### config.mk
export PLATFORM = sky130hd
export DESIGN_NAME = core_cal_ctrl
export DESIGN_NICKNAME = d
export VERILOG_FILES = /design/src/cal_pkg.sv /design/src/bank_cal_engine.sv /design/src/core_cal_ctrl.sv
export SDC_FILE = /design/constraint.sdc
export NUM_CORES = 1
export LEC_CHECK = 0
export ABC_CLOCK_PERIOD_IN_PS = 5500
export BUFFER_PORTS_ARGS = -buffer_cell sky130_fd_sc_hd__buf_2
export CORE_MARGIN = 4
export CORE_UTILIZATION = 34
export CTS_BUF_LIST = sky130_fd_sc_hd__clkbuf_4 sky130_fd_sc_hd__clkbuf_8
export CTS_CLUSTER_SIZE = 12
export DETAILED_ROUTE_END_ITERATION = 10
export GPL_TIMING_DRIVEN = 0
export MAX_ROUTING_LAYER = met4
export PLACE_DENSITY = 0.61
export SLEW_MARGIN = 30
export SYNTH_ARGS = -nofsm -noshare
export SYNTH_HDL_FRONTEND = slang
export SYNTH_SLANG_ARGS = --single-unit
### constraint.sdc
create_clock -name clk -period 5.5 [get_ports clk]
set_clock_uncertainty 0.1 [all_clocks]
set_input_delay 1.1 -clock clk [delete_from_list [all_inputs] [get_ports clk]]
set_output_delay 1.1 -clock clk [all_outputs]
set_load 0.05 [all_outputs]
### src/cal_pkg.sv
`default_nettype none
package cal_pkg;
  localparam int SAMPLE_W = 12;
  localparam int NUM_CORES = 3;
  localparam int NUM_BANKS = 6;
  localparam logic [SAMPLE_W-1:0] MID_CODE = 12'h000;

  // register map, byte addresses
  localparam logic [7:0] ADDR_CTRL = 8'h00;
  localparam logic [7:0] ADDR_STATUS = 8'h04;
  localparam logic [7:0] ADDR_TRIM_OFFSET = 8'h08;
  localparam logic [7:0] ADDR_TRIM_GAIN = 8'h0c;
  localparam logic [7:0] ADDR_TRIM_TIMING = 8'h10;
  localparam logic [7:0] ADDR_TRIM_TERM = 8'h14;
  localparam int CTRL_W = 7;
  localparam int STAT_W = 15;

  localparam logic [1:0] RESP_OKAY = 2'h0;
  localparam logic [1:0] RESP_SLVERR = 2'h2;

  // one calibration step per bank and per quantity
  localparam int CLK_PERIOD_NS = 50;
  localparam int STEP_TIME_NS = 800;
  localparam int STEP_CYCLES = (STEP_TIME_NS + CLK_PERIOD_NS - 1) / CLK_PERIOD_NS;
  localparam int CNT_W = 5;

  typedef logic [1:0] core_id_t;
  localparam core_id_t CORE_A = 2'h0;
  localparam core_id_t CORE_B = 2'h1;
  localparam core_id_t CORE_C = 2'h2;

  typedef enum logic [2:0] {
    S_FG = 3'b001,
    S_IDLE = 3'b010,
    S_BG = 3'b100
  } mode_t;

  typedef enum logic [4:0] {
    ST_IDLE = 5'b00001,
    ST_LIN = 5'b00010,
    ST_GAIN = 5'b00100,
    ST_OFFS = 5'b01000,
    ST_BUFOS = 5'b10000
  } cal_step_t;

  // ctrl register, bit 0 at the bottom
  typedef struct packed {
    logic single_in_b;
    logic single_ch;
    logic background_offset_cal;
    logic foreground_offset_cal;
    logic background_cal_enable;
    logic cal_software_trigger;
    logic cal_trigger_source_select;
  } ctrl_t;
  localparam ctrl_t CTRL_RESET = 7'h00;

  typedef struct packed {
    core_id_t slot_b;
    core_id_t slot_a;
    core_id_t spare;
  } core_map_t;
  localparam core_map_t MAP_RESET = '{slot_b: CORE_B, slot_a: CORE_A, spare: CORE_C};

  typedef struct packed {
    cal_step_t step;
    logic eng_busy;
    core_map_t map;
    logic bg_active;
    logic fg_done;
    logic fg_busy;
  } status_t;

  typedef struct packed {
    logic [15:0] term;
    logic [15:0] timing;
    logic [15:0] gain;
    logic [15:0] offset;
  } trim_t;
  // factory defaults, values arbitrary
  localparam trim_t TRIM_DEFAULT = '{term: 16'h0010, timing: 16'h0040, gain: 16'h0080, offset: 16'h0800};
endpackage
`default_nettype wire

### src/bank_cal_engine.sv
`default_nettype none
module bank_cal_engine import cal_pkg::*; (
  // clock and reset
  input wire logic clk,
  input wire logic rst_n,
  // request
  input wire logic start,
  input wire core_id_t core,
  input wire logic buf_offset,
  // progress
  output logic busy,
  output logic done,
  output cal_step_t step,
  output logic bank,
  output core_id_t cal_core,
  output logic ref_en
);
  localparam logic [CNT_W-1:0] STEP_LAST = CNT_W'(STEP_CYCLES - 1);

  cal_step_t step_q;
  logic [CNT_W-1:0] cnt_q;
  logic bank_q;
  logic done_q;
  logic bufos_q;
  core_id_t core_q;
  logic step_end;

  assign step_end = (step_q != ST_IDLE) && (cnt_q == STEP_LAST);
  assign busy = (step_q != ST_IDLE);
  assign done = done_q;
  assign step = step_q;
  assign bank = bank_q;
  assign cal_core = core_q;
  // reference generator runs for the whole pass
  assign ref_en = busy;

  always_ff @(posedge clk)
  begin
    if (!rst_n || step_q == ST_IDLE || step_end)
      cnt_q <= '0;
    else
      cnt_q <= cnt_q + 1'b1;
  end

  always_ff @(posedge clk)
  begin
    if (!rst_n)
    begin
      step_q <= ST_IDLE;
      bank_q <= 1'b0;
      done_q <= 1'b0;
      bufos_q <= 1'b0;
      core_q <= CORE_A;
    end
    else
    begin
      done_q <= 1'b0;
      if (step_q == ST_IDLE)
      begin
        if (start)
        begin
          step_q <= ST_LIN;
          bank_q <= 1'b0;
          bufos_q <= buf_offset;
          core_q <= core;
        end
      end
      else if (step_end)
      begin
        case (step_q)
          ST_LIN: step_q <= ST_GAIN;
          ST_GAIN: step_q <= ST_OFFS;
          ST_OFFS,
          ST_BUFOS:
          begin
            if (step_q == ST_OFFS && bufos_q)
              step_q <= ST_BUFOS;
            else if (!bank_q)
            begin
              bank_q <= 1'b1;
              step_q <= ST_LIN;
            end
            else
            begin
              step_q <= ST_IDLE;
              done_q <= 1'b1;
            end
          end
          default: step_q <= ST_IDLE;
        endcase
      end
    end
  end
endmodule // bank_cal_engine
`default_nettype wire

### src/core_cal_ctrl.sv
// The register addresses and the AXI4-Lite interface to the registers were chosen for this implementation.
`default_nettype none
module core_cal_ctrl import cal_pkg::*; (
  // clock and reset
  input wire logic clk,
  input wire logic rst_n,
  // register bus
  input wire logic [7:0] s_axi_awaddr,
  input wire logic s_axi_awvalid,
  output logic s_axi_awready,
  input wire logic [31:0] s_axi_wdata,
  input wire logic [3:0] s_axi_wstrb,
  input wire logic s_axi_wvalid,
  output logic s_axi_wready,
  output logic [1:0] s_axi_bresp,
  output logic s_axi_bvalid,
  input wire logic s_axi_bready,
  input wire logic [7:0] s_axi_araddr,
  input wire logic s_axi_arvalid,
  output logic s_axi_arready,
  output logic [31:0] s_axi_rdata,
  output logic [1:0] s_axi_rresp,
  output logic s_axi_rvalid,
  input wire logic s_axi_rready,
  // trigger pin
  input wire logic cal_pin_trigger,
  // sample path
  input wire logic [NUM_BANKS-1:0][SAMPLE_W-1:0] bank_sample,
  output logic [SAMPLE_W-1:0] sample_a,
  output logic [SAMPLE_W-1:0] sample_b,
  // converter control
  output logic [NUM_CORES-1:0] core_online,
  output logic [NUM_CORES-1:0] core_on_input_b,
  output core_id_t cal_core,
  output logic cal_bank,
  output cal_step_t cal_step,
  output logic cal_ref_en,
  output trim_t trim,
  output logic cal_in_progress
);
  function automatic logic addr_mapped(input logic [7:0] a);
    addr_mapped = (a == ADDR_CTRL) || (a == ADDR_STATUS) || (a == ADDR_TRIM_OFFSET) ||
      (a == ADDR_TRIM_GAIN) || (a == ADDR_TRIM_TIMING) || (a == ADDR_TRIM_TERM);
  endfunction

  function automatic logic [15:0] merge16(input logic [15:0] old, input logic [31:0] d, input logic [3:0] s);
    merge16 = {s[1] ? d[15:8] : old[15:8], s[0] ? d[7:0] : old[7:0]};
  endfunction

  function automatic logic [SAMPLE_W-1:0] core_sample(input logic [NUM_BANKS-1:0][SAMPLE_W-1:0] b,
    input core_id_t c, input logic ph);
    core_sample = b[{c, ph}];
  endfunction

  mode_t state_q;
  ctrl_t ctrl_q;
  trim_t trim_q;
  core_map_t map_q;
  core_id_t fg_core_q;
  logic start_q, fg_done_q, next_b_q, soft_prev_q, phase_q;
  logic pin_s1_q, pin_s2_q, pin_s3_q;
  logic aw_hold_q, w_hold_q, bvalid_q, rvalid_q;
  logic [7:0] aw_addr_q;
  logic [31:0] w_data_q, rdata_q;
  logic [3:0] w_strb_q;
  logic [1:0] bresp_q, rresp_q;
  logic [SAMPLE_W-1:0] sample_a_q, sample_b_q;
  logic [NUM_CORES-1:0] online_q, in_b_q;
  logic eng_busy, eng_done, wr_fire, bg_run, trig, pin_rise, soft_rise;
  status_t stat;

  // clear wins only on the edge that starts a new foreground pass
  assign pin_rise = pin_s2_q & ~pin_s3_q;
  assign soft_rise = ctrl_q.cal_software_trigger & ~soft_prev_q;
  assign trig = ctrl_q.cal_trigger_source_select ? pin_rise : soft_rise;
  // background only under software source with trigger held
  assign bg_run = ctrl_q.background_cal_enable & ~ctrl_q.cal_trigger_source_select &
    ctrl_q.cal_software_trigger;

  always_ff @(posedge clk)
  begin
    if (!rst_n)
    begin
      pin_s1_q <= 1'b0;
      pin_s2_q <= 1'b0;
      pin_s3_q <= 1'b0;
      soft_prev_q <= 1'b0;
    end
    else
    begin
      pin_s1_q <= cal_pin_trigger;
      pin_s2_q <= pin_s1_q;
      pin_s3_q <= pin_s2_q;
      soft_prev_q <= ctrl_q.cal_software_trigger;
    end
  end

  bank_cal_engine u_engine (
    .clk(clk),
    .rst_n(rst_n),
    .start(start_q),
    .core(state_q == S_FG ? fg_core_q : map_q.spare),
    .buf_offset(state_q == S_FG ? ctrl_q.foreground_offset_cal : ctrl_q.background_offset_cal),
    .busy(eng_busy),
    .done(eng_done),
    .step(cal_step),
    .bank(cal_bank),
    .cal_core(cal_core),
    .ref_en(cal_ref_en)
  );

  // reset lands in foreground with a start pending
  always_ff @(posedge clk)
  begin
    if (!rst_n)
    begin
      state_q <= S_FG;
      fg_core_q <= CORE_A;
      start_q <= 1'b1;
      fg_done_q <= 1'b0;
    end
    else
    begin
      start_q <= 1'b0;
      case (state_q)
        S_FG:
        begin
          if (eng_done && fg_core_q == CORE_C)
          begin
            state_q <= S_IDLE;
            fg_done_q <= 1'b1;
          end
          else if (eng_done)
          begin
            fg_core_q <= fg_core_q + 2'h1;
            start_q <= 1'b1;
          end
        end
        S_IDLE:
        begin
          if (bg_run)
          begin
            state_q <= S_BG;
            start_q <= 1'b1;
          end
          else if (trig)
          begin
            state_q <= S_FG;
            fg_core_q <= CORE_A;
            start_q <= 1'b1;
            fg_done_q <= 1'b0;
          end
        end
        S_BG:
        begin
          if (eng_done && bg_run)
            start_q <= 1'b1;
          else if (eng_done)
            state_q <= S_IDLE;
        end
        default: state_q <= S_IDLE;
      endcase
    end
  end

  // calibrated spare takes a slot, alternating A then B
  always_ff @(posedge clk)
  begin
    if (!rst_n)
    begin
      map_q <= MAP_RESET;
      next_b_q <= 1'b0;
    end
    else if (state_q == S_BG && eng_done)
    begin
      next_b_q <= ~next_b_q;
      if (next_b_q)
      begin
        map_q.slot_b <= map_q.spare;
        map_q.spare <= map_q.slot_b;
      end
      else
      begin
        map_q.slot_a <= map_q.spare;
        map_q.spare <= map_q.slot_a;
      end
    end
  end

  always_ff @(posedge clk)
  begin
    if (!rst_n)
      phase_q <= 1'b0;
    else
      phase_q <= ~phase_q;
  end

  // swap is a single mux change, so the stream never skips a sample
  always_ff @(posedge clk)
  begin
    if (!rst_n)
    begin
      sample_a_q <= MID_CODE;
      sample_b_q <= MID_CODE;
      online_q <= '0;
    end
    else if (state_q == S_FG)
    begin
      sample_a_q <= MID_CODE;
      sample_b_q <= MID_CODE;
      online_q <= '0;
    end
    else
    begin
      sample_a_q <= core_sample(bank_sample, map_q.slot_a, phase_q);
      sample_b_q <= core_sample(bank_sample, map_q.slot_b, phase_q);
      online_q <= NUM_CORES'((3'h1 << map_q.slot_a) | (3'h1 << map_q.slot_b));
    end
  end

  for (genvar i = 0; i < NUM_CORES; i++)
  begin : g_core
    always_ff @(posedge clk)
    begin
      if (!rst_n)
        in_b_q[i] <= 1'b0;
      else if (map_q.slot_b == 2'(i))
        in_b_q[i] <= ctrl_q.single_ch ? ctrl_q.single_in_b : 1'b1;
      else if (map_q.slot_a == 2'(i))
        in_b_q[i] <= ctrl_q.single_ch & ctrl_q.single_in_b;
      else
        in_b_q[i] <= 1'b0;
    end
  end

  // write channel: address and data taken in either order
  assign wr_fire = aw_hold_q & w_hold_q & ~bvalid_q;
  always_ff @(posedge clk)
  begin
    if (!rst_n)
    begin
      aw_hold_q <= 1'b0;
      w_hold_q <= 1'b0;
      bvalid_q <= 1'b0;
      bresp_q <= RESP_OKAY;
      aw_addr_q <= 8'h00;
      w_data_q <= 32'h0;
      w_strb_q <= 4'h0;
    end
    else
    begin
      if (s_axi_awvalid && s_axi_awready)
      begin
        aw_hold_q <= 1'b1;
        aw_addr_q <= s_axi_awaddr;
      end
      if (s_axi_wvalid && s_axi_wready)
      begin
        w_hold_q <= 1'b1;
        w_data_q <= s_axi_wdata;
        w_strb_q <= s_axi_wstrb;
      end
      if (wr_fire)
      begin
        aw_hold_q <= 1'b0;
        w_hold_q <= 1'b0;
        bvalid_q <= 1'b1;
        bresp_q <= addr_mapped(aw_addr_q) ? RESP_OKAY : RESP_SLVERR;
      end
      else if (bvalid_q && s_axi_bready)
        bvalid_q <= 1'b0;
    end
  end

  always_ff @(posedge clk)
  begin
    if (!rst_n)
    begin
      ctrl_q <= CTRL_RESET;
      trim_q <= TRIM_DEFAULT;
    end
    else if (wr_fire)
    begin
      if (aw_addr_q == ADDR_CTRL && w_strb_q[0])
        ctrl_q <= ctrl_t'(w_data_q[CTRL_W-1:0]);
      else if (aw_addr_q == ADDR_TRIM_OFFSET)
        trim_q.offset <= merge16(trim_q.offset, w_data_q, w_strb_q);
      else if (aw_addr_q == ADDR_TRIM_GAIN)
        trim_q.gain <= merge16(trim_q.gain, w_data_q, w_strb_q);
      else if (aw_addr_q == ADDR_TRIM_TIMING)
        trim_q.timing <= merge16(trim_q.timing, w_data_q, w_strb_q);
      else if (aw_addr_q == ADDR_TRIM_TERM)
        trim_q.term <= merge16(trim_q.term, w_data_q, w_strb_q);
    end
  end

  assign stat = '{step: cal_step, eng_busy: eng_busy, map: map_q, bg_active: state_q == S_BG,
    fg_done: fg_done_q, fg_busy: state_q == S_FG};

  always_ff @(posedge clk)
  begin
    if (!rst_n)
    begin
      rvalid_q <= 1'b0;
      rdata_q <= 32'h0;
      rresp_q <= RESP_OKAY;
    end
    else if (s_axi_arvalid && s_axi_arready)
    begin
      rvalid_q <= 1'b1;
      rresp_q <= addr_mapped(s_axi_araddr) ? RESP_OKAY : RESP_SLVERR;
      if (s_axi_araddr == ADDR_CTRL)
        rdata_q <= {25'h0, ctrl_q};
      else if (s_axi_araddr == ADDR_STATUS)
        rdata_q <= {17'h0, stat};
      else if (s_axi_araddr == ADDR_TRIM_OFFSET)
        rdata_q <= {16'h0, trim_q.offset};
      else if (s_axi_araddr == ADDR_TRIM_GAIN)
        rdata_q <= {16'h0, trim_q.gain};
      else if (s_axi_araddr == ADDR_TRIM_TIMING)
        rdata_q <= {16'h0, trim_q.timing};
      else if (s_axi_araddr == ADDR_TRIM_TERM)
        rdata_q <= {16'h0, trim_q.term};
      else
        rdata_q <= 32'h0;
    end
    else if (rvalid_q && s_axi_rready)
      rvalid_q <= 1'b0;
  end

  assign s_axi_awready = ~aw_hold_q & ~bvalid_q;
  assign s_axi_wready = ~w_hold_q & ~bvalid_q;
  assign s_axi_bvalid = bvalid_q;
  assign s_axi_bresp = bresp_q;
  assign s_axi_arready = ~rvalid_q;
  assign s_axi_rvalid = rvalid_q;
  assign s_axi_rdata = rdata_q;
  assign s_axi_rresp = rresp_q;
  assign sample_a = sample_a_q;
  assign sample_b = sample_b_q;
  assign core_online = online_q;
  assign core_on_input_b = in_b_q;
  assign trim = trim_q;
  // progress flag straight from the state flop
  assign cal_in_progress = state_q[0];
endmodule // core_cal_ctrl
`default_nettype wire

Yosys cells after proc, flatten, opt, wreduce, memory -nomap -nowiden --
Cells that the tools add are included.
Cells by class: add/sub/neg operators 2, $lt $le $gt $ge 2, equal/unequal tests 35, shift-type cells 2, muxes and demuxes 60, bitwise gates (word level) 26, reduce and logical (&&, ||, !) cells 54
Operator list (number):
- 2-to-1 mux 16 bit | 6
- binary-select mux 12 bit (select 3 bit) | 2
- == test 8 x 4 -> 1 bit (second input constant) | 4
- == test 8 x 5 -> 1 bit (second input constant) | 4
- 2-to-1 mux 1 bit | 27
- 2-to-1 mux 12 bit | 2
- 2-to-1 mux 5 bit | 4
- AND reduction 4 bit | 5
- 2-to-1 mux 2 bit | 9
- == test 8 x 3 -> 1 bit (second input constant) | 2
- logical NOT 8 bit | 2
- NOT 1 bit | 16
- 2-to-1 mux 3 bit | 5
- one-hot mux 5 bit (3 select lines) | 1
- AND reduction 5 bit | 3
- AND reduction 7 bit | 2
- logical OR 1 bit | 12
- AND reduction 6 bit | 2
- logical AND 1 bit | 11
- == test 5 x 4 -> 1 bit (second input constant) | 2
- != test 2 bit (second input constant) | 5
- AND reduction 2 bit | 5
- nonzero test 2 bit | 5
- AND 1 bit | 9
- other kinds (25) | 36
Word-level totals: flip-flop bits (word level) 201, input port bits 132, output and inout bits 145, word-level logic and storage cells 231

Longest topological paths before layout --
Gate-level depths: netlist of the first run.
depth in word-level cells 7, mapped depth 7, gate-level depth less buffers 7

Hierarchy --
From an unflattened synthesis of the first run, not the netlist that was laid out.
Unflattened totals: cell total of the unflattened synthesis 973, area, all modules 8614.5 um^2
By module, submodules not included:
- core_cal_ctrl | times used 1, cells an instance 896, area an instance 7897.6 um^2, sequential area each 3363.2 um^2
- bank_cal_engine | times used 1, cells an instance 77, area an instance 716.9 um^2, sequential area each 300.3 um^2

Worst setup path after synthesis of the first run --
Ideal clock, no wire load.
path type input-to-reg, start input port s_axi_araddr[1], end register rdata_q[1] (netlist: s_axi_rdata[1]), library setup time 0.138 ns, arrival time 2.575 ns, required time 5.262 ns, path slack 2.687 ns, stages on the path 7, buffers on the path 3, cells stage by stage clkbuf_1 > or3_1 > clkbuf_1 > or2_2 > clkbuf_1 > o211ai_1 > a41oi_1
Between the ends: word-level cells in the longest chain between the ends 7, elaborated cells between the ends (all ways) 12, classes of those cells eq/ne: 5; mux: 6; reduce/logical: 1
Ends and longest elaborated chain:
- from (decl) | RTL line core_cal_ctrl.sv:18 | input wire logic [7:0] s_axi_araddr,
- == test 8 x 5 -> 1 bit | RTL line core_cal_ctrl.sv:322 | else if (s_axi_araddr == ADDR_TRIM_TERM)
- 2-to-1 mux 16 bit | RTL line core_cal_ctrl.sv:322
- 2-to-1 mux 16 bit | RTL line core_cal_ctrl.sv:320 | else if (s_axi_araddr == ADDR_TRIM_TIMING)
- 2-to-1 mux 16 bit | RTL line core_cal_ctrl.sv:318 | else if (s_axi_araddr == ADDR_TRIM_GAIN)
- 2-to-1 mux 16 bit | RTL line core_cal_ctrl.sv:316 | else if (s_axi_araddr == ADDR_TRIM_OFFSET)
- 2-to-1 mux 16 bit | RTL line core_cal_ctrl.sv:314 | else if (s_axi_araddr == ADDR_STATUS)
- 2-to-1 mux 16 bit * | RTL line core_cal_ctrl.sv:312 | if (s_axi_araddr == ADDR_CTRL)
- to (signal assigned) | RTL line core_cal_ctrl.sv:313 | rdata_q <= {25'h0, ctrl_q};
- to (signal assigned) | RTL line core_cal_ctrl.sv:315 | rdata_q <= {17'h0, stat};
- to (signal assigned) | RTL line core_cal_ctrl.sv:317 | rdata_q <= {16'h0, trim_q.offset};
- to (decl) | RTL line core_cal_ctrl.sv:64 | logic [31:0] w_data_q, rdata_q;
Every way passes the cells marked *; elsewhere a longest branch is shown, timed or not. A chain may end at the register's enable or synchronous reset.

Worst setup path after layout of the first run --
start register u_engine.step_q[1] (netlist: u_engine.step[1]), end output port cal_ref_en
Between the ends: word-level cells in the longest chain between the ends 1
Ends and longest elaborated chain:
- from (decl) | RTL line bank_cal_engine.sv:20 | cal_step_t step_q;
- from (signal assigned) | RTL line bank_cal_engine.sv:49 | step_q <= ST_IDLE;
- from (signal assigned) | RTL line bank_cal_engine.sv:62 | step_q <= ST_LIN;
- from (signal assigned) | RTL line bank_cal_engine.sv:71 | ST_LIN: step_q <= ST_GAIN;
- != test 5 x 1 -> 1 bit | RTL line bank_cal_engine.sv:29 | assign busy = (step_q != ST_IDLE);
- to (decl) | RTL line core_cal_ctrl.sv:37 | output logic cal_ref_en,
Every way passes these cells.

==> out/summary.txt, run 1 <==
Setup TNS: 0 ns
WL final: 28,050 um
Setup bufs post-CTS: 0
Initial Util: 0.3444
Arrival time at the worst endpoint: 2.03 ns
Post-CTS sizing: 0
Leading area contributor after synthesis: dfxtp_1
Die Y: 167.5 um
Peak supply drop: 136.0 uV
Netlist cell types: 66
DRT Pass-1 Iters: 5
Power Density: 258.3 nW/um^2
Count of input and output buffers: 236
Leak: 4.530 nW
Gpl congestion: 0.8971
Reg2reg path depth: 6
Outcome: complete, no violations
WL/cell: 17.44 um
Relative slew slack: 0.3860
CTS Root Cell: clkbuf_8
CP Capture Type: output port
CP required: 4.30 ns
Leading register cell type out of synthesis: dfxtp_1
Core area: 25,110 sq um
Initial DRC count: 566
Crit path buffers/inverters: 2
Share of the synthesized area in the top cell type: 0.4236
Synth Cell Area: 8648 sq um
Chip Width: 167.5 um
PnR worst setup slack: 2.270 ns
Post-DP HPWL: 21,830 um
Final Cycle Share: 0.5872
Total Power: 0.002771 W
DRC: 0
Num CTS Buffers: 17
Multi-input gate area: 4564 sq um
Critical Path Fanout Max: 9
Synth top area cells: dfxtp_1 (42%), mux2i_1 (11%), nand2_1 (5.9%)
Crit Reg-Reg Startpoint: state_q[2]
Clock slew at reported path FFs: 0.09 ns
Share of post-route cells with drive strength above 1: 0.2655
Critical-path top delay cell: nor4_1
Vias in the first global route: 7,943
CTS max path bufs: 2
Dpl ws: 2.172 ns
Initial antenna violation count: 2
Top-Level Pins: 277
Pins over their slew limit: 0
CTS tree: built
Max frequency: 309.6 MHz
GR Overflow Total: 0
DR vias/cell: 5.089
Synth warn: 0
Crit-path max cell delay: 0.52 ns
Worst Max-Slew Pin Slew: 0.9186 ns
Register area share after synthesis: 0.4236
Top cells by count, synth: dfxtp_1 (183), nand2_1 (136), a21oi_1 (96), mux2i_1 (91), nor2_1 (90)
Final setup violation count: 0
Worst Setup Start Kind: flip-flop
Cells along the critical path: clkbuf_1, nor4_1, nand2_1, buf_2
Hold path endpoint: u_engine.cnt_q[0]
Clk_lat worst skew: 0.48 ns
Count leader, synth: dfxtp_1
Fin crit period: 3.230 ns
Global-route wire length before repair: 43,670 um
Avg Synthesized Cell Area: 8.718 sq um
Num rows: 58
Max Cap Viol: 0
Global Route Usage Sum: 0.2005
Hold depth: 1
Vias post-DR: 8,188
#FFs+latches synth: 183
Die area: 28,050 sq um
FF/Latch Area: 3664 sq um
Hold path startpoint: u_engine.cnt_q[0]
Fillers: 2,609
Largest net degree at the start of global routing: 20
Synth-to-layout area growth: 24.03%
DRT antenna net count: 0
# hold bufs at CTS: 0
Final hold vios: 0
RR Endpoint: sample_b[8]
Sink Count: 183
CP delay by family, top: simple AND/OR/NAND/NOR gates
RSZ-0062 raised after global routing: no
Hold crit path type: flip-flop to flip-flop
Worst reg2reg setup slack: 3.06 ns
Post-synth ARST share: 0
Crit Path Category: flip-flop to output port
Syn Inst Count: 992
Layout Nets: 1,399
EDFF count, synth: 0
Htree depth: 4
==> registers in the layout, indices dropped and copies added (netlist names), 2 cells and up <==
| signal | cells |
|---|---|
| trim | 64 |
| map_q | 6 |
| fg_core_q | 2 |
| w_strb_q | 2 |
| aw_addr_q | 8 |
| core_online | 3 |
| core_on_input_b | 3 |
| u_engine.cnt_q | 5 |
| state_q | 3 |
| u_engine.cal_core | 2 |
| sample_a | 12 |
| sample_b | 12 |
| ctrl_q | 7 |
| w_data_q | 16 |
| u_engine.step | 5 |
| s_axi_rdata | 16 |
==> where the power goes <==
part	internal [W]	switching, W	leakage (nW)
sequential	0.00137	0.0000332	1.49
combinational	0.000147	0.000306	2.84
clock	0.000357	0.000560	0.203
total	0.00187	0.000899	4.53
==> stage by stage <==
stage	hold slack (ns)	cells	utilization	area (sq um)
floorplan	0.3119	1009	-	8712
global placement	0.3297	1575	0.4105	10310
detailed placement	0.3373	1575	0.4107	10310
CTS	0.3536	1607	0.4266	10710
global route	0.3706	1609	0.4272	10730
finish	0.3499	1609	0.4272	10730
==> worst max path at each step <==
stage / from / end / slack (ns) / depth (start not counted)
2_1_floorplan: s_axi_araddr[1] / s_axi_rdata[1] / 2.69 / 7
4_1_cts: u_engine.step[1] / cal_ref_en / 2.23 / 4
6_report: u_engine.step[1] / cal_ref_en / 2.27 / 4
3_5_place_dp: s_axi_araddr[2] / s_axi_rdata[11] / 2.17 / 7
5_1_grt: u_engine.step[1] / cal_ref_en / 2.13 / 4
3_3_place_gp: s_axi_araddr[2] / s_axi_rdata[11] / 2.15 / 7
==> layout make-up <==
cell class	count	area share
clock buffers	18	0.02310
clock inverters	14	0.01435
repair buffers	236	0.1101
plain buffers	97	0.04188
multi-input cells	716	0.4255
well taps	330	0.03849
inverters	13	0.004549
flip-flops and latches	183	0.3415
diodes	2	0.0004666
==> metal layers <==
metal  GRT usage  wire length, um
met2      0.3099            12820
met4     0.07692              808
met3     0.04155             1840
met5           -                0
met1      0.2591            12580
==> logic make-up after synthesis <==
group / after synthesis / synth area share
adder cells (fa/ha/maj): 3 / 0.004341
buffers and inverters: 110 / 0.05758
AND/OR/NAND/NOR: 356 / 0.2106
other: 1 / 0.0004336
AO/OA/AOI/OAI: 219 / 0.1615
flip-flops: 183 / 0.4236
multiplexers: 116 / 0.1379
XOR/XNOR: 4 / 0.004052
==> cells in the final DEF (no fill, tap or decap), drive strengths merged, types with 5 or more instances in the layout <==
cell type and n:
a211o 25, nand2 136, a211oi 5, inv 22, o221ai 7, nor2b 10
a21oi 96, o22ai 8, a21boi 7, a32o 7, nand3 20, conb 18
buf 269, and3 7, and2 10, mux2i 91, o211ai 10, nor2 90
o21ai 24, dfxtp 183, clkbuf 82, a31oi 12, mux2 25, nand3b 17
nor4 11, nand2b 25
Power figures use the tool's default switching activity.
==> run 2, diff against run 1 <==
Settings changed: ABC_CLOCK_PERIOD_IN_PS 5500 to 2800, PLACE_DENSITY 0.61 to 0.63.
Clock period 5.5 ns to 2.8 ns, I/O delays scaled along.
==> run 2 against run 1 <==
Utilization is essentially flat. Die area stayed put. First-iteration DRC count is 9.7% lower. Design area is essentially flat. Routed wire length grew 1.3%. Critical endpoint unchanged. Largest power group unchanged.
==> out/summary.txt, run 2 (synthesis gave the netlist of run 1 again) <==
Top-Level Pins: 277 (unchanged)
Synth-to-layout area growth: 24.06% (about the same)
Num CTS Buffers: 17 (unchanged)
DR vias/cell: 5.068 (-0.40%)
Most frequent cells in the layout: buf_2 (241), dfxtp_1 (183), nand2_1 (136), a21oi_1 (96), mux2i_1 (91)
CTS tree: built
Most common cell after layout, fill and taps aside: buf_2
Power share of the combinational group: 0.162 (-0.002)
Clk_lat worst skew: 0.48 ns (about the same)
Crit-path max cell delay: 0.53 ns (about the same)
Die area: 28,050 sq um (unchanged)
Die Y: 167.5 um (unchanged)
CTS Root Cell: clkbuf_8
CP required: 2.14 ns (-2.16 ns)
Hold crit path type: input pin to flip-flop
Sw Share: 0.3223 (-0.002267)
Layout Nets: 1,399 (unchanged)
Chip Width: 167.5 um (unchanged)
WL final: 28,400 um (+1.3%)
Max Cap Viol: 0 (unchanged)
Vias post-DR: 8,155 (-0.40%)
Relative slew slack: 0.3175 (-0.06856)
Critical-path top delay cell: nor4_1
Count of input and output buffers: 236 (unchanged)
WL/cell: 17.65 um (+1.3%)
Leak: 4.534 nW (about the same)
# hold bufs at CTS: 0 (unchanged)
Placed inst area: 10,310 sq um (unchanged)
Fin crit period: 2.681 ns
Gpl congestion: 0.8952 (-0.21%)
Global Route Usage Sum: 0.2009 (+0.0003570)
Final setup violation count: 0 (unchanged)
Final hold vios: 0 (unchanged)
CP Capture Type: output port
Num rows: 58 (unchanged)
Worst Setup Start Kind: flip-flop
CP delay by family, top: simple AND/OR/NAND/NOR gates
Power Density: 513.9 nW/um^2 (+99%)
Initial Util: 0.3444 (unchanged)
Arrival time at the worst endpoint: 2.02 ns (about the same)
Post-CTS sizing: 0 (unchanged)
Crit Path Category: flip-flop to output port
Worst Hold Slack: 0.2071 ns (-0.1428 ns)
CTS max path bufs: 2 (unchanged)
Outcome: complete, no violations
DRT Pass-1 Iters: 5 (unchanged)
Dpl ws: 0.04796 ns (-2.124 ns)
Sequential Power Share: 0.499 (-0.006)
Final core utilization: 0.4273 (about the same)
Htree depth: 4 (unchanged)
DRC: 0 (unchanged)
NetSw: 0.001777 W (+98%)
Initial antenna violation count: 2 (unchanged)
GR Overflow Total: 0 (unchanged)
Vias in the first global route: 7,829 (-1.4%)
Internal: 0.003736 W (+100%)
Post-layout instance area: 10,730 sq um (about the same)
Crit path buffers/inverters: 2 (unchanged)
Clock power frac: 0.339 (+0.008)
Share of post-route cells with drive strength above 1: 0.2655 (unchanged)
Fillers: 2,597 (-0.46%)
Largest net degree at the start of global routing: 20 (unchanged)
Max frequency: 373.0 MHz
Clock slew at reported path FFs: 0.11 ns (+0.02 ns)
Cells along the critical path: clkbuf_1, nor4_1, nand2_1, buf_2
Post-DP HPWL: 21,910 um (+0.33%)
Global-route wire length before repair: 43,700 um (about the same)
Peak supply drop: 322.7 uV (+140%)
Worst Max-Slew Pin Slew: 1.021 ns (+0.1026 ns)
Setup bufs post-CTS: 0 (unchanged)
PnR worst setup slack: 0.1190 ns (-2.151 ns)
Core area: 25,110 sq um (unchanged)
Max FFs per register: 64 (unchanged)
Sink Count: 183 (unchanged)
Final Cycle Share: 0.9575
Initial DRC count: 511 (-9.7%)
RSZ-0062 raised after global routing: no
Critical Path Fanout Max: 9 (unchanged)
DRT antenna net count: 0 (unchanged)
Pins over their slew limit: 0 (unchanged)
[run 2: cell types whose count changed in the layout (fill, tap and decap cells not counted), sizes merged]
cell	before	now
clkbuf	82	81
clkinvlp	1	0
clkinv	4	5
bufinv	0	1
[run 2: worst paths after layout]
path | cells past startpoint | from | slack [ns] | endpoint
max reg2reg | 6 | state_q[2] | 0.40 | sample_b[8]
max | 4 | u_engine.step[1] | 0.12 | cal_ref_en
min reg2reg | 1 | u_engine.cnt_q[0] | 0.36 | u_engine.cnt_q[0]
min | 3 | s_axi_wdata[10] | 0.21 | w_data_q[10]
[run 2: final cells by class]
type,instances,area (sq um),share of cell area
Antenna cell,2,5.005,0.0004665
Buffer,97,449.2,0.04187
Clock buffer,17,234.0,0.02181
Clock inverter,15,178.9,0.01668
Inverter,13,48.80,0.004548
Multi-Input combinational cell,716,4556,0.4246
Sequential cell,183,3664,0.3415
Tap cell,330,412.9,0.03848
Timing Repair Buffer,236,1181,0.1101
[run 2: power by group through the flow]
stage / registers (W) / clock network [W] / logic (W)
finish: 0.00275 / 0.00187 / 0.000895
global route: 0.00276 / 0.00204 / 0.000962
CTS: 0.00275 / 0.00191 / 0.000896
detailed placement: 0.00281 / 0 / 0.000893
global placement: 0.00281 / 0 / 0.000886
floorplan: 0.00294 / 0 / 0.000485
[run 2: per-layer routing]
metal | GRT usage | share of wire | routed length [um]
met5 | - | 0 | 0
met3 | 0.04438 | 0.062 | 1767
met2 | 0.3124 | 0.46 | 13100
met4 | 0.06669 | 0.025 | 717
met1 | 0.2605 | 0.45 | 12820
[run 2: through the flow]
step / power [W] / instances / setup TNS [ns]
finish: 0.005514 / 1609 / 0
global placement: 0.003693 / 1575 / -0.003577
floorplan: 0.003427 / 1009 / 0
CTS: 0.005557 / 1607 / 0
global route: 0.005764 / 1609 / 0
detailed placement: 0.003702 / 1575 / 0
[run 2: worst min-delay path: stages]
cell and delay [ns]:
buf_2 0.09, nand2_1 0.05, a21oi_1 0.05
==> run 3, diff against run 2 <==
Settings changed: CELL_PAD_IN_SITES_DETAIL_PLACEMENT set to 0, CELL_PAD_IN_SITES_GLOBAL_PLACEMENT set to 1, PLACE_DENSITY 0.63 to 0.81.
==> run 3 against run 2 <==
Cell count stayed put. Setup slack better by 0.11 ns. Critical path type unchanged. Power is 0.47% lower. Sequential power hardly changed. Global-route usage is 0.38 points higher. Die area stayed put. Combinational power is 0.8% higher. Clock power hardly changed. Sequential share of layout area hardly changed.
==> out/summary.txt, run 3 (synthesis gave the netlist of run 1 again) <==
Max frequency: 388.7 MHz (+4.2%)
CP Launch Point: u_engine.step[1]
Reg2reg path depth: 6 (unchanged)
Num rows: 58 (unchanged)
RSZ-0062 raised after global routing: no
Share of post-route cells with drive strength above 1: 0.2662 (+0.0007831)
Final setup violation count: 0 (unchanged)
Global-route wire length before repair: 44,240 um (+1.2%)
Hold crit path type: input pin to flip-flop
Crit Reg-Reg Startpoint: state_q[2]
DRC: 0 (unchanged)
Top-Level Pins: 277 (unchanged)
Vias post-DR: 8,108 (-0.58%)
Num CTS Buffers: 17 (unchanged)
Final Cycle Share: 0.9189 (-0.03857)
Die area: 28,050 sq um (unchanged)
Gpl congestion: 0.8639 (-3.5%)
Placed inst area: 10,310 sq um (unchanged)
Sink Count: 183 (unchanged)
Htree depth: 4 (unchanged)
Initial antenna violation count: 2 (unchanged)
Worst Setup Start Kind: flip-flop
CTS tree: built
Worst path depth: 4 (unchanged)
Arrival time at the worst endpoint: 1.91 ns (-0.11 ns)
Worst Max-Slew Pin Slew: 0.8638 ns (-0.1573 ns)
Worst Hold Slack: 0.1880 ns (-0.01912 ns)
Final hold vios: 0 (unchanged)
Post-layout instance area: 10,730 sq um (about the same)
PnR worst setup slack: 0.2270 ns (+0.1080 ns)
Vias in the first global route: 7,767 (-0.79%)
Most frequent cells in the layout: buf_2 (241), dfxtp_1 (183), nand2_1 (136), a21oi_1 (96), mux2i_1 (91)
WL/cell: 17.99 um (+1.9%)
Fillers: 2,594 (-0.12%)
CP required: 2.14 ns (about the same)
Initial DRC count: 496 (-2.9%)
Count of input and output buffers: 236 (unchanged)
Hold depth: 2 (-1)
Max FFs per register: 64 (unchanged)
Post-DP HPWL: 22,270 um (+1.7%)
Layout Nets: 1,399 (unchanged)
Critical Path Fanout Max: 9 (unchanged)
DR vias/cell: 5.039 (-0.58%)
# hold bufs at CTS: 0 (unchanged)
Crit path buffers/inverters: 2 (unchanged)
Leak: 4.534 nW (about the same)
Clock slew at reported path FFs: 0.10 ns (about the same)
Power Density: 511.3 nW/um^2 (-0.51%)
Max Cap Viol: 0 (unchanged)
DRT Pass-1 Iters: 5 (unchanged)
Clk_lat worst skew: 0.48 ns (about the same)
Pins over their slew limit: 0 (unchanged)
Most common cell after layout, fill and taps aside: buf_2
Total Power: 0.005488 W (-0.47%)
Core area: 25,110 sq um (unchanged)
CTS max path bufs: 2 (unchanged)
Largest net degree at the start of global routing: 19 (-5.0%)
Outcome: complete, no violations
Chip Width: 167.5 um (unchanged)
Global Route Usage Sum: 0.2047 (+0.003825)
Die Y: 167.5 um (unchanged)
CTS Root Cell: clkbuf_8
DRT antenna net count: 0 (unchanged)
Initial Util: 0.3444 (unchanged)
Dpl ws: -0.008000 ns (-0.05596 ns)
Crit-path max cell delay: 0.44 ns (-0.09 ns)
Relative slew slack: 0.4197 (+0.1022)
Peak supply drop: 261.1 uV (-19%)
Synth-to-layout area growth: 24.12% (about the same)
WL final: 28,940 um (+1.9%)
CP delay by family, top: simple AND/OR/NAND/NOR gates
CP Capture Type: output port
Crit Path Category: flip-flop to output port
Hold path startpoint: cal_pin_trigger
Fin crit period: 2.573 ns (-0.1080 ns)
GR Overflow Total: 0 (unchanged)
Cells along the critical path: clkbuf_1, nor4_2, nand2_1, buf_2
Critical-path top delay cell: nor4_2
[run 3: repair_timing]
item,CTS,global route
hold endpoints to repair,0,0
gates resized for setup,0,1
setup buffers,0,0
endpoints found under the setup margin,0,1
[run 3: worst register-to-register path, stage by stage (launching register included)]
cell and delay (ns):
dfxtp_1 0.31, clkbuf_1 0.18, nor3b_2 0.58, nand2b_1 0.18
clkbuf_1 0.39, buf_1 0.48, a21oi_1 0.10
[run 3: final timing paths]
check	end	slack, ns
setup / recovery	cal_ref_en	0.23
setup reg to reg	sample_b[8]	0.34
hold / removal	pin_s1_q	0.19
hold reg to reg	u_engine.cnt_q[0]	0.36
[run 3: per-stage QoR]
stage,utilization,std cells,TNS [ns]
6_report,0.4275,1609,0
5_1_grt,0.4275,1609,0
4_1_cts,0.4264,1607,0
3_5_place_dp,0.4107,1575,-0.01176
3_3_place_gp,0.4105,1575,-0.1537
2_1_floorplan,-,1009,0
[run 3: power by group]
| part | leakage [nW] | internal (W) | switching, W |
|---|---|---|---|
| clock | 0.200 | 0.000756 | 0.00108 |
| sequential | 1.49 | 0.00268 | 0.0000655 |
| combinational | 2.85 | 0.000291 | 0.000611 |
[run 3: area by class of cell]
cell class,count,area (sq um),share of cell area
antenna,2,5.005,0.0004663
sequential,183,3664,0.3413
multi-input combinational,716,4579,0.4266
clock inverter,14,152.6,0.01422
buffer,97,449.2,0.04185
timing repair buffer,236,1181,0.1100
clock buffer,18,241.5,0.02250
inverter,13,48.80,0.004546
tap,330,412.9,0.03847
[run 3: routing by layer]
metal | share of wire | global-route usage | vias up
met5 | 0 | - | -
met2 | 0.47 | 0.3210 | 259
met3 | 0.067 | 0.05099 | 36
met1 | 0.45 | 0.2637 | 3806
li1 | - | - | 4007
met4 | 0.019 | 0.05822 | 0
